**config.mk**
```make
export PLATFORM = sky130hd
export DESIGN_NAME = skp_exec
export DESIGN_NICKNAME = d
export VERILOG_FILES = /design/src/verilog/skp_pkg.sv /design/src/verilog/skp_exec.sv
export SDC_FILE = /design/constraint.sdc
export NUM_CORES = 1
export LEC_CHECK = 0
export ABC_AREA = 1
export ABC_CLOCK_PERIOD_IN_PS = 1600
export BUFFER_PORTS_ARGS = -buffer_cell sky130_fd_sc_hd__buf_2
export CAP_MARGIN = 20
export CELL_PAD_IN_SITES_DETAIL_PLACEMENT = 0
export CELL_PAD_IN_SITES_GLOBAL_PLACEMENT = 2
export CORE_MARGIN = 10
export CORE_UTILIZATION = 27
export DETAILED_ROUTE_END_ITERATION = 8
export PLACE_DENSITY = 0.87
export SYNTH_ARGS = -nofsm -noshare
export SYNTH_HDL_FRONTEND = slang
export SYNTH_SLANG_ARGS = --single-unit
```
**constraint.sdc**
```tcl
create_clock -name aclk -period 1.6 [get_ports aclk]
set_input_delay 0.32 -clock aclk [delete_from_list [all_inputs] [get_ports aclk]]
set_output_delay 0.32 -clock aclk [all_outputs]
set_load 0.01 [all_outputs]
```
**src/verilog/skp_pkg.sv**
```systemverilog
// Purpose: shared constants and types for the extended skip/table/xor unit
// Assumes: 8-bit data memory, 16-bit program words, AXI4-Lite register port
// Notes: all byte offsets are multiples of four
package skp_pkg;

    // register byte offsets
    localparam logic [7:0] OFS_CMD = 8'h00;
    localparam logic [7:0] OFS_STATUS = 8'h04;
    localparam logic [7:0] OFS_ACC = 8'h08;
    localparam logic [7:0] OFS_PTR_LOW = 8'h0c;
    localparam logic [7:0] OFS_PTR_HIGH = 8'h10;
    localparam logic [7:0] OFS_TBL_HIGH = 8'h14;

    // command word fields
    localparam int CMD_ADDR_LSB = 0;
    localparam int CMD_OP_LSB = 8;
    localparam int CMD_BIT_LSB = 12;

    // status word fields
    localparam int ST_BUSY = 0;
    localparam int ST_SKIP = 1;
    localparam int ST_ZERO = 2;
    localparam int ST_BAD_OP = 3;
    localparam int ST_CYC_LSB = 4;

    // reset values and fixed figures
    localparam logic [7:0] RST_BYTE = 8'h00;
    localparam logic [7:0] LAST_PAGE_HI = 8'hff;
    localparam logic [1:0] CYC_PLAIN = 2'h2;
    localparam logic [1:0] CYC_SKIP = 2'h3;
    localparam logic [1:0] RESP_OKAY = 2'h0;
    localparam logic [1:0] RESP_SLVERR = 2'h2;

    // operations, in command-field order
    typedef enum logic [3:0] {
        skip_if_byte_null,
        copy_and_skip_if_null,
        skip_if_bit_null,
        table_read_specific_page,
        table_read_last_page,
        inc_then_read_specific_page,
        inc_then_read_last_page,
        exclusive_or_to_accumulator,
        exclusive_or_to_memory
    } skp_op_type;

    typedef enum logic [1:0] {
        ST_IDLE,
        ST_READ,
        ST_EXEC,
        ST_DUMMY
    } skp_fsm_type;

    // data memory request bundle
    typedef struct packed {
        logic rd_en;
        logic wr_en;
        logic [7:0] addr;
        logic [7:0] wdata;
    } skp_dmem_req_type;

    // program memory request bundle
    typedef struct packed {
        logic rd_en;
        logic [15:0] addr;
    } skp_pmem_req_type;

    // AXI4-Lite slave bookkeeping
    typedef struct packed {
        logic aw_held;
        logic [7:0] awaddr;
        logic w_held;
        logic [31:0] wdata;
        logic [3:0] wstrb;
        logic bvalid;
        logic [1:0] bresp;
        logic rvalid;
        logic [31:0] rdata;
        logic [1:0] rresp;
    } skp_axi_type;

endpackage

```
**src/verilog/skp_exec.sv**
```systemverilog
// Purpose: executes skip tests, table reads and xor on data/program memory
// Assumes: both memories answer a read one clock after the request
// Notes: software launches one operation at a time through the command word
//
// Functional notes
// - byte-null skip reads byte, writes it back unchanged, skips on zero.
// - a taken skip adds one dummy cycle, three cycles in all.
// - copy-and-test loads byte into accumulator, skips on zero, flags kept.
// - bit test skips when selected bit is zero, flags kept.
// - specific page at high:low pointer; low byte to memory, high to latch.
// - last-page read uses last page plus low pointer; same byte split.
// - increment variant bumps low pointer, then specific-page read.
// - increment variant bumps low pointer, then last-page read.
// - xor of accumulator and byte goes to accumulator; only zero flag.
// - xor result goes back to memory; accumulator kept; only zero flag.
`timescale 1ns/1ns
module skp_exec (
    // clock and reset
    input wire logic aclk,
    input wire logic aresetn,
    // AXI4-Lite write address and data
    input wire logic [7:0] s_axi_awaddr,
    input wire logic s_axi_awvalid,
    output logic s_axi_awready,
    input wire logic [31:0] s_axi_wdata,
    input wire logic [3:0] s_axi_wstrb,
    input wire logic s_axi_wvalid,
    output logic s_axi_wready,
    // AXI4-Lite write response
    output logic [1:0] s_axi_bresp,
    output logic s_axi_bvalid,
    input wire logic s_axi_bready,
    // AXI4-Lite read
    input wire logic [7:0] s_axi_araddr,
    input wire logic s_axi_arvalid,
    output logic s_axi_arready,
    output logic [31:0] s_axi_rdata,
    output logic [1:0] s_axi_rresp,
    output logic s_axi_rvalid,
    input wire logic s_axi_rready,
    // data memory
    output skp_pkg::skp_dmem_req_type dmem_req,
    input wire logic [7:0] dmem_rdata,
    // program memory
    output skp_pkg::skp_pmem_req_type pmem_req,
    input wire logic [15:0] pmem_rdata,
    // execution status
    output logic op_done,
    output logic skip_taken
);

    ////////////////////////////////////////////////////////////////////////
    // state

    typedef struct packed {
        skp_pkg::skp_fsm_type fsm;
        skp_pkg::skp_op_type op;
        logic [7:0] maddr;
        logic [2:0] bsel;
        logic [7:0] acc;
        logic zero;
        logic [7:0] ptr_low;
        logic [7:0] ptr_high;
        logic [7:0] tbl_high;
        logic skip;
        logic bad_op;
        logic [1:0] cyc;
        logic done;
        skp_pkg::skp_dmem_req_type dm;
        skp_pkg::skp_pmem_req_type pm;
        skp_pkg::skp_axi_type axi;
    } skp_state_type;

    skp_state_type s_q;
    skp_state_type s_d;

    ////////////////////////////////////////////////////////////////////////
    // helpers

    // table ops with a pre-increment of the low pointer
    function automatic logic is_inc_op(input skp_pkg::skp_op_type op);
        return op == skp_pkg::inc_then_read_specific_page ||
               op == skp_pkg::inc_then_read_last_page;
    endfunction

    // table ops that address the last program page
    function automatic logic is_last_page(input skp_pkg::skp_op_type op);
        return op == skp_pkg::table_read_last_page ||
               op == skp_pkg::inc_then_read_last_page;
    endfunction

    // any table read
    function automatic logic is_table(input skp_pkg::skp_op_type op);
        return is_last_page(op) || is_inc_op(op) ||
               op == skp_pkg::table_read_specific_page;
    endfunction

    // merge a byte lane of a write into an 8-bit register
    function automatic logic [7:0] lane0(input logic [7:0] old,
                                         input logic [31:0] wd,
                                         input logic [3:0] ws);
        return ws[0] ? wd[7:0] : old;
    endfunction

    ////////////////////////////////////////////////////////////////////////
    // next-state logic

    always_comb begin
        logic [7:0] xr;
        logic [7:0] nptr;
        logic [3:0] opf;
        logic launch;
        xr = s_q.acc ^ dmem_rdata;
        nptr = s_q.ptr_low;
        opf = 4'h0;
        launch = 1'b0;
        s_d = s_q;
        s_d.done = 1'b0;
        s_d.dm.rd_en = 1'b0;
        s_d.dm.wr_en = 1'b0;
        s_d.pm.rd_en = 1'b0;

        // bus: release read data and write response once taken
        if (s_q.axi.rvalid && s_axi_rready) begin
            s_d.axi.rvalid = 1'b0;
        end
        if (s_q.axi.bvalid && s_axi_bready) begin
            s_d.axi.bvalid = 1'b0;
        end

        // bus: capture address and data independently
        if (s_axi_awvalid && s_axi_awready) begin
            s_d.axi.aw_held = 1'b1;
            s_d.axi.awaddr = s_axi_awaddr;
        end
        if (s_axi_wvalid && s_axi_wready) begin
            s_d.axi.w_held = 1'b1;
            s_d.axi.wdata = s_axi_wdata;
            s_d.axi.wstrb = s_axi_wstrb;
        end

        // bus: register read, answered one cycle after the address
        if (s_axi_arvalid && s_axi_arready) begin
            s_d.axi.rvalid = 1'b1;
            s_d.axi.rresp = skp_pkg::RESP_OKAY;
            s_d.axi.rdata = 32'h0000_0000;
            unique case (s_axi_araddr)
                skp_pkg::OFS_CMD: begin
                    s_d.axi.rdata[skp_pkg::CMD_ADDR_LSB +: 8] = s_q.maddr;
                    s_d.axi.rdata[skp_pkg::CMD_OP_LSB +: 4] = s_q.op;
                    s_d.axi.rdata[skp_pkg::CMD_BIT_LSB +: 3] = s_q.bsel;
                end
                skp_pkg::OFS_STATUS: begin
                    s_d.axi.rdata[skp_pkg::ST_BUSY] =
                        s_q.fsm != skp_pkg::ST_IDLE;
                    s_d.axi.rdata[skp_pkg::ST_SKIP] = s_q.skip;
                    s_d.axi.rdata[skp_pkg::ST_ZERO] = s_q.zero;
                    s_d.axi.rdata[skp_pkg::ST_BAD_OP] = s_q.bad_op;
                    s_d.axi.rdata[skp_pkg::ST_CYC_LSB +: 2] = s_q.cyc;
                end
                skp_pkg::OFS_ACC: s_d.axi.rdata[7:0] = s_q.acc;
                skp_pkg::OFS_PTR_LOW: s_d.axi.rdata[7:0] = s_q.ptr_low;
                skp_pkg::OFS_PTR_HIGH: s_d.axi.rdata[7:0] = s_q.ptr_high;
                skp_pkg::OFS_TBL_HIGH: s_d.axi.rdata[7:0] = s_q.tbl_high;
                default: s_d.axi.rresp = skp_pkg::RESP_SLVERR;
            endcase
        end

        // bus: register write once both halves are held
        if (s_q.axi.aw_held && s_q.axi.w_held && !s_q.axi.bvalid) begin
            s_d.axi.aw_held = 1'b0;
            s_d.axi.w_held = 1'b0;
            s_d.axi.bvalid = 1'b1;
            s_d.axi.bresp = skp_pkg::RESP_OKAY;
            unique case (s_q.axi.awaddr)
                // a command needs both low lanes; ignored while busy
                skp_pkg::OFS_CMD: begin
                    launch = s_q.fsm == skp_pkg::ST_IDLE &&
                             s_q.axi.wstrb[1:0] == 2'h3;
                end
                skp_pkg::OFS_STATUS: ;
                skp_pkg::OFS_ACC: begin
                    s_d.acc = lane0(s_q.acc, s_q.axi.wdata, s_q.axi.wstrb);
                end
                skp_pkg::OFS_PTR_LOW: begin
                    s_d.ptr_low =
                        lane0(s_q.ptr_low, s_q.axi.wdata, s_q.axi.wstrb);
                end
                skp_pkg::OFS_PTR_HIGH: begin
                    s_d.ptr_high =
                        lane0(s_q.ptr_high, s_q.axi.wdata, s_q.axi.wstrb);
                end
                skp_pkg::OFS_TBL_HIGH: ;
                default: s_d.axi.bresp = skp_pkg::RESP_SLVERR;
            endcase
        end

        // execution sequence
        unique case (s_q.fsm)
            skp_pkg::ST_IDLE: begin
                opf = s_q.axi.wdata[skp_pkg::CMD_OP_LSB +: 4];
                if (launch) begin
                    if (opf > skp_pkg::exclusive_or_to_memory) begin
                        s_d.bad_op = 1'b1; // unknown code, nothing runs
                    end else begin
                        s_d.bad_op = 1'b0;
                        s_d.op = skp_pkg::skp_op_type'(opf);
                        s_d.maddr =
                            s_q.axi.wdata[skp_pkg::CMD_ADDR_LSB +: 8];
                        s_d.bsel = s_q.axi.wdata[skp_pkg::CMD_BIT_LSB +: 3];
                        s_d.skip = 1'b0;
                        s_d.fsm = skp_pkg::ST_READ;
                        if (is_inc_op(s_d.op)) begin
                            nptr = 8'(s_q.ptr_low + 8'h01);
                            s_d.ptr_low = nptr;
                        end
                        s_d.pm.rd_en = is_table(s_d.op);
                        s_d.pm.addr = is_last_page(s_d.op) ?
                            {skp_pkg::LAST_PAGE_HI, nptr} :
                            {s_q.ptr_high, nptr};
                        s_d.dm.rd_en = !is_table(s_d.op);
                        s_d.dm.addr = s_d.maddr;
                    end
                end
            end
            skp_pkg::ST_READ: begin
                // memories sample the request during this cycle
                s_d.fsm = skp_pkg::ST_EXEC;
            end
            skp_pkg::ST_EXEC: begin
                s_d.dm.addr = s_q.maddr;
                s_d.dm.wdata = dmem_rdata;
                unique case (s_q.op)
                    skp_pkg::skip_if_byte_null: begin
                        s_d.dm.wr_en = 1'b1;
                        s_d.skip = dmem_rdata == 8'h00;
                    end
                    skp_pkg::copy_and_skip_if_null: begin
                        s_d.acc = dmem_rdata;
                        s_d.skip = dmem_rdata == 8'h00;
                    end
                    skp_pkg::skip_if_bit_null: begin
                        s_d.skip = !dmem_rdata[s_q.bsel];
                    end
                    skp_pkg::exclusive_or_to_accumulator: begin
                        s_d.acc = xr;
                        s_d.zero = xr == 8'h00;
                    end
                    skp_pkg::exclusive_or_to_memory: begin
                        s_d.dm.wr_en = 1'b1;
                        s_d.dm.wdata = xr;
                        s_d.zero = xr == 8'h00;
                    end
                    default: begin
                        // all four table reads split the word alike
                        s_d.dm.wr_en = 1'b1;
                        s_d.dm.wdata = pmem_rdata[7:0];
                        s_d.tbl_high = pmem_rdata[15:8];
                    end
                endcase
                if (s_d.skip) begin
                    s_d.fsm = skp_pkg::ST_DUMMY;
                end else begin
                    s_d.fsm = skp_pkg::ST_IDLE;
                    s_d.cyc = skp_pkg::CYC_PLAIN;
                    s_d.done = 1'b1;
                end
            end
            skp_pkg::ST_DUMMY: begin
                // inserted cycle while the skipped word is fetched
                s_d.fsm = skp_pkg::ST_IDLE;
                s_d.cyc = skp_pkg::CYC_SKIP;
                s_d.done = 1'b1;
            end
        endcase
    end

    ////////////////////////////////////////////////////////////////////////
    // state register

    always_ff @(posedge aclk) begin
        if (!aresetn) begin
            s_q <= '0;
            s_q.fsm <= skp_pkg::ST_IDLE;
            s_q.acc <= skp_pkg::RST_BYTE;
            s_q.ptr_low <= skp_pkg::RST_BYTE;
            s_q.ptr_high <= skp_pkg::RST_BYTE;
            s_q.tbl_high <= skp_pkg::RST_BYTE;
        end else begin
            s_q <= s_d;
        end
    end

    ////////////////////////////////////////////////////////////////////////
    // outputs

    // ready only while the holding slot is free: no write is ever dropped
    assign s_axi_awready = !s_q.axi.aw_held;
    assign s_axi_wready = !s_q.axi.w_held;
    assign s_axi_bvalid = s_q.axi.bvalid;
    assign s_axi_bresp = s_q.axi.bresp;
    assign s_axi_arready = !s_q.axi.rvalid;
    assign s_axi_rvalid = s_q.axi.rvalid;
    assign s_axi_rdata = s_q.axi.rdata;
    assign s_axi_rresp = s_q.axi.rresp;
    assign dmem_req = s_q.dm;
    assign pmem_req = s_q.pm;
    assign op_done = s_q.done;
    assign skip_taken = s_q.skip;

endmodule // skp_exec

```
-- Word-level counts from Yosys, hierarchy flattened
Cells that the tools add are included.
- word-level logic and storage cells: 157
- register bits after elaboration: 138
- add/subtract/negate cells: 1
- reduce and logical (&&, ||, !) cells: 47
- $lt $le $gt $ge: 2
- equal/unequal tests: 25
- bitwise operators: 6
- multiplexer cells: 47
- operator list (cell ; count):
    two-way mux 8 bit ; 14
    one-hot mux 8 bit (2 select lines) ; 3
    one-hot mux 6 bit (6 select lines) ; 1
    two-way mux 35 bit ; 1
    two-way mux 17 bit ; 2
    equality test 8 x 4 -> 1 bit (second input constant) ; 4
    equality test 8 x 5 -> 1 bit (second input constant) ; 4
    zero test 8 bit ; 4
    two-way mux 16 bit ; 2
    equality test 4 x 3 -> 1 bit (second input constant) ; 4
    equality test 8 x 3 -> 1 bit (second input constant) ; 2
    AND reduction 2 bit ; 6
    OR reduction 6 bit ; 2
    two-way mux 1 bit ; 10
    one-hot mux 2 bit (5 select lines) ; 1
    nonzero test 2 bit ; 5
    two-way mux 9 bit ; 1
    AND reduction 3 bit ; 3
    adder 8 x 1 -> 8 bit (second input constant) ; 1
    equality test 4 x 2 -> 1 bit (second input constant) ; 2
    logical AND 1 bit ; 8
    two-way mux 2 bit ; 4
    one-hot mux 2 bit (4 select lines) ; 1
    OR reduction 4 bit ; 2
    22 further kinds ; 41

-- Longest topological paths before layout
- depth in word-level cells: 7
- depth in mapped cells: 11

-- Least setup slack after synthesis
Ideal clock, no wire load.
- path kind: flip-flop to flip-flop
- start: register s_q, in the netlist s_axi_bvalid
- end: register s_q[161] (netlist name)
- path buffers: 1
- arrival: 1454 ps
- clock period less this slack: 1521 ps
- path slack: 79 ps
- stages on the path, launching flop included: 11
- library setup time: 67 ps
- path through: dfxtp_1 -> nor2_4 -> nand2_2 -> clkinv_2 -> nand2_2 -> nor3_4 -> nand3_4 -> nor2_8 -> inv_2 -> buf_6 -> o21ai_2
- longest elaborated chain between the ends: 4
- ends and longest elaborated chain (what ; RTL line ; source):
    start: declaration ; skp_exec.sv:74 ; skp_state_type s_q;
    zero test 1 bit ; skp_exec.sv:170 ; if (s_q.axi.aw_held && s_q.axi.w_held && !s_q.axi.bvalid) begin
    logical AND 1 bit ; skp_exec.sv:170 ;
    two-way mux 1 bit ; skp_exec.sv:170 ;
    AND reduction 3 bit (no line) ; -- ;
Every way passes these cells.
A chain may end at the register's enable or synchronous reset.

-- Worst setup path in the final report
- start: register s_q[75] (netlist name)
- end: register s_q, in the netlist pmem_req[7]
- longest elaborated chain between the ends: 4
- ends and longest elaborated chain (what ; RTL line ; source):
    zero test 8 bit ; skp_exec.sv:175 ; unique case (s_q.axi.awaddr)
    two-way mux 1 bit ; skp_exec.sv:175 ;
    two-way mux 1 bit ; skp_exec.sv:170 ;
    AND reduction 3 bit (no line) ; -- ;
Every way passes these cells.

==> impl_summary.log <==
[metrics] result of the run: finished with violations
[metrics] violated checks: negative setup slack
[metrics] met2 track demand over resource: 21.80%
[metrics] Leak: 3.876 nW
[metrics] chip height: 177.9 µm
[metrics] highest-utilization routing layer at the global route stage: met2
[metrics] maximum count of clock buffers along a single path: 2
[metrics] total chip power: 0.008683 W
[metrics] Chip Width: 177.9 µm
[metrics] Final Instance Count excl. Fillers: 1395
[metrics] total wirelength of the detailed-routed design: 22.18 mm
[metrics] worst voltage drop across the vdd grid: 0.5630 mV
[metrics] effective utilization at floorplan: between 20 and 30%
[metrics] most numerous cell on the critical path: sky130_fd_sc_hd__nor2_4
[metrics] Yosys cell types: 43
[metrics] critical path data required time: 1.95 ns
[metrics] slowest stage delay, CP: 0.33 ns
[metrics] RSZ-0062 raised after global routing: yes
[metrics] number of global-route vias before repair: 6016
[metrics] depth of the CTS H-tree: 4
[metrics] setup-violating endpoint count in the final report: 2
[metrics] clk root buf: sky130_fd_sc_hd__clkbuf_16
[metrics] drt wl/cell: 15.90 µm
[metrics] time the final worst path needs with I/O delays and setup: between 1.5 and 2 ns
[metrics] CP max stage cell: sky130_fd_sc_hd__dfxtp_2
[metrics] post-synthesis to final-layout area growth: 28.03%
[metrics] logic depth of the worst register-to-register path: 10
[metrics] initial antenna violation count: 0
[metrics] kind of capture point of the worst setup path: flop
[metrics] type of the most critical hold path: in -> reg
[metrics] CORE AREA: ~24000 µm²
[metrics] net count of the finished layout: 1142
[metrics] cts bufs inserted: 17
[metrics] P per Cell Area: 1007 nW/µm²
[metrics] TritonCTS Sinks: between 100 and 150
[metrics] hold depth: 3
[metrics] dpl cells: 1356
[metrics] CTS tree: done
[metrics] final global-route overflow total: 0
[metrics] DPL Wire Length: 16.73 mm
[metrics] placed cell area: between 7000 and 8000 µm²
[metrics] ordered cell list for the critical path: nor2_4 -> inv_2 -> nor2_4 -> nand2_2 -> nor2_4 -> nand3_4 -> nor2_8 -> buf_4 -> nand2_1 -> o21ai_0
[metrics] layout cell share with drive strength beyond 1: 28.94%
[metrics] FMAX: approximately 0.62 GHz
[metrics] Placement Rows: 57
[metrics] post-route antenna net violation count: 0
[metrics] final number of hold-violating endpoints: 0
[metrics] flop and latch count out of synthesis: 136
[metrics] CTS clk-pin slew, worst paths: 0.06 ns
[metrics] Port Buffer Count: 122
[metrics] met3 capacity usage during global routing: 3.379%
[metrics] global-route wire length before repair: between 30 and 40 mm
[metrics] highest net fanout along the worst path: 5
[metrics] total track usage: 13.71%
[metrics] first-pass iteration count of the detailed router: 5
[metrics] Synth Area per Inst: about 7.3 µm²
[metrics] kind of critical path: reg -> reg
[metrics] Iter 0 DRT Violations: approximately 320
[metrics] via total after detailed routing: 6315
[metrics] weighted congestion at the end of routability-driven global placement: ~0.84
[metrics] clock tree skew after final layout: 0.01020 ns
[metrics] Min-Delay Startpoint: s_axi_awaddr[5]
[metrics] startpoint of the most critical register-to-register path: s_q[75]$_SDFFE_PN0P_
[metrics] sequential-to-total area share from yosys stat: 40.42%
[metrics] CP Buf/Inv Count: 2
[metrics] fraction of the cycle the final worst path needs: 100.1%
[metrics] Synthesis Warnings: 0
[metrics] post-synthesis cell area: between 6000 and 7000 µm²
[metrics] number of vias per cell: 4.527
[metrics] minimum setup slack among reg-to-reg paths: -0.002 ns
[metrics] number of cells produced by synthesis: about 920
[metrics] antenna cell count: 0
[metrics] area enclosed by the die boundary: 31660 µm²
[metrics] reg-to-reg critical path endpoint: pmem_req[7]$_SDFFE_PN0P_
[metrics] cell area after layout: 8623 µm²
[metrics] post-detailed-route DRC marker count: 0
[metrics] count of max-cap constraint violations: 0
[metrics] GR Util met1: roughly 18%
[metrics] CP delay by family, top: simple AND/OR/NAND/NOR gates
[metrics] clock insertion delay at the later pin of the skew report: around 0.42 ns
[metrics] Pins Over Slew Limit: 0
[metrics] sink of the worst hold path: s_q[80]$_SDFFE_PN0P_
[metrics] top-level I/O count: around 160
[metrics] kind of start point of the critical path: flop
[metrics] final critical-path setup slack: -0.002243 ns
[metrics] pin count of the biggest net entering global routing: approximately 100
[metrics] data arrival time of the critical path: between 1.5 and 2 ns
## placed cells by master, fill, tap and decap left out, drive strengths merged, types with 2 or more instances in the layout
master	count
o211ai	19
dfxtp	136
nand3	60
inv	96
or2	2
buf	202
nor3	15
clkbuf	21
a31oi	2
o31ai	4
xor2	4
o22ai	19
xnor2	9
bufinv	5
o2111ai	8
a21oi	69
nand4	9
conb	19
nor2	71
o21ai	102
clkinvlp	3
clkinv	6
nand2	183
## routing by layer
metal	vias to the layer above	part of all wire, %	wire length (µm)
li1	3253	-	-
met2	151	47	10450
met1	2901	46	10310
met4	0	0.83	185
met3	10	5.6	1232
met5	-	0	0
## state kept, by name, summed over array words and instances, names as in the netlist
name          count
pmem_req         17
s_axi_rdata      15
skip_taken        1
s_q              80
s_axi_rresp       1
s_axi_rvalid      1
s_axi_bresp       1
op_done           1
dmem_req         18
s_axi_bvalid      1
## layout make-up
| type | count | area (µm²) |
|---|---|---|
| clock inverter | 11 | 195.2 |
| clock buffer | 21 | 460.4 |
| multi-input combinational | 602 | 3154 |
| sequential | 136 | 2730 |
| fill | 2630 | 15840 |
| inverter | 99 | 380.4 |
| timing repair buffer | 202 | 1297 |
| tap | 324 | 405.4 |
## cells by family after synthesis
group	share of synthesized area (%)
AND/OR/NAND/NOR	22.31
buffers and inverters	15.70
other	0.05568
XOR/XNOR	1.691
flip-flops	40.42
adder cells (fa/ha/maj)	0.1857
AO/OA/AOI/OAI	19.64
## synth_stat cells
library cell | number | area (µm²)
sky130_fd_sc_hd__xnor2_1 | 9 | 78.83
sky130_fd_sc_hd__o22ai_1 | 12 | 75.07
sky130_fd_sc_hd__o21ai_0 | 99 | 495.5
sky130_fd_sc_hd__nor2_1 | 64 | 240.2
sky130_fd_sc_hd__a21oi_2 | 1 | 8.760
sky130_fd_sc_hd__o221ai_1 | 1 | 8.760
sky130_fd_sc_hd__ha_1 | 1 | 12.51
sky130_fd_sc_hd__o2111ai_1 | 8 | 70.07
sky130_fd_sc_hd__inv_2 | 4 | 15.01
sky130_fd_sc_hd__inv_1 | 92 | 345.3
sky130_fd_sc_hd__nand2_1 | 179 | 671.9
sky130_fd_sc_hd__buf_4 | 72 | 540.5
sky130_fd_sc_hd__buf_6 | 2 | 22.52
sky130_fd_sc_hd__nand3_4 | 1 | 17.52
sky130_fd_sc_hd__and3_1 | 1 | 6.260
sky130_fd_sc_hd__dfxtp_1 | 136 | 2723
sky130_fd_sc_hd__nor2_4 | 3 | 33.78
sky130_fd_sc_hd__o211ai_1 | 19 | 142.6
sky130_fd_sc_hd__buf_2 | 4 | 20.02
sky130_fd_sc_hd__conb_1 | 1 | 3.750
sky130_fd_sc_hd__or2_2 | 2 | 12.51
sky130_fd_sc_hd__a31oi_1 | 2 | 12.51
sky130_fd_sc_hd__o22ai_2 | 7 | 87.58
sky130_fd_sc_hd__a21oi_1 | 68 | 340.3
sky130_fd_sc_hd__nor2_8 | 1 | 20.02
sky130_fd_sc_hd__nand2_2 | 4 | 25.02
sky130_fd_sc_hd__a21boi_0 | 1 | 7.510
sky130_fd_sc_hd__clkinv_1 | 2 | 7.510
sky130_fd_sc_hd__o211a_1 | 1 | 10.01
sky130_fd_sc_hd__o21ai_2 | 3 | 26.28
sky130_fd_sc_hd__xor2_1 | 4 | 35.03
sky130_fd_sc_hd__clkinv_2 | 1 | 5.000
sky130_fd_sc_hd__nand3_1 | 59 | 295.3
sky130_fd_sc_hd__nor3_4 | 1 | 16.27
sky130_fd_sc_hd__clkbuf_1 | 27 | 101.4
sky130_fd_sc_hd__nand3b_1 | 1 | 7.510
sky130_fd_sc_hd__o31ai_1 | 4 | 30.03
sky130_fd_sc_hd__nor2_2 | 3 | 18.77
sky130_fd_sc_hd__nand4_1 | 8 | 50.05
sky130_fd_sc_hd__nor3_1 | 13 | 65.06
sky130_fd_sc_hd__nor3_2 | 1 | 10.01
sky130_fd_sc_hd__nand4_2 | 1 | 12.51
sky130_fd_sc_hd__o21a_1 | 1 | 7.510
## metrics by stage
step	setup TNS (ns)	util [%]	worst slack, ns	hold slack (ns)
6_report	-0.003461	35.25	-0.002243	0.1130
5_1_grt	-3.222	35.25	-0.1112	0.1200
2_1_floorplan	0	-	0.07881	0.4136
3_3_place_gp	-0.7198	31.62	-0.05851	0.4411
3_5_place_dp	-1.086	31.62	-0.08051	0.4446
4_1_cts	-0.03067	34.54	-0.01213	0.09783
## worst max-delay path by stage
stage                                      endpoint                       from  depth (start not counted)
after floorplan               s_q[161]$_SDFFE_PN0P_  s_axi_bvalid$_SDFFE_PN0P_                         10
after global placement    dmem_req[12]$_SDFFE_PN0P_       s_q[80]$_SDFFE_PN0P_                         10
after detailed placement  dmem_req[13]$_SDFFE_PN0P_       s_q[80]$_SDFFE_PN0P_                         10
after CTS                 dmem_req[14]$_SDFFE_PN0P_       s_q[80]$_SDFFE_PN0P_                         10
after global routing       pmem_req[6]$_SDFFE_PN0P_       s_q[75]$_SDFFE_PN0P_                          9
final                      pmem_req[7]$_SDFFE_PN0P_       s_q[75]$_SDFFE_PN0P_                         10
## power breakdown
group / leakage, nW / switching [W] / internal, W / total [W]
Sequential: 1.11 / 0.0000547 / 0.00348 / 0.00353
Combinational: 2.46 / 0.000493 / 0.000301 / 0.000794
Clock: 0.309 / 0.00151 / 0.00285 / 0.00436
## worst register-to-register path, cell delays in order (launching register included)
cell and delay, ns:
sky130_fd_sc_hd__dfxtp_2 0.33, sky130_fd_sc_hd__nor2_4 0.11, sky130_fd_sc_hd__inv_2 0.06, sky130_fd_sc_hd__nor2_4 0.11, sky130_fd_sc_hd__nand2_2 0.09, sky130_fd_sc_hd__nor2_4 0.18
sky130_fd_sc_hd__nand3_4 0.14, sky130_fd_sc_hd__nor2_8 0.19, sky130_fd_sc_hd__buf_4 0.15, sky130_fd_sc_hd__nand2_1 0.04, sky130_fd_sc_hd__o21ai_0 0.13
## timing repair
action / in CTS / in global routing
cloned: 1 / 1
gates resized for setup: 8 / 73
buffers inserted: 1 / 4
pin swaps: 2 / 20
hold buffers: 0 / 0
setup endpoints to repair: 25 / 72
Power figures use the tool's default switching activity.
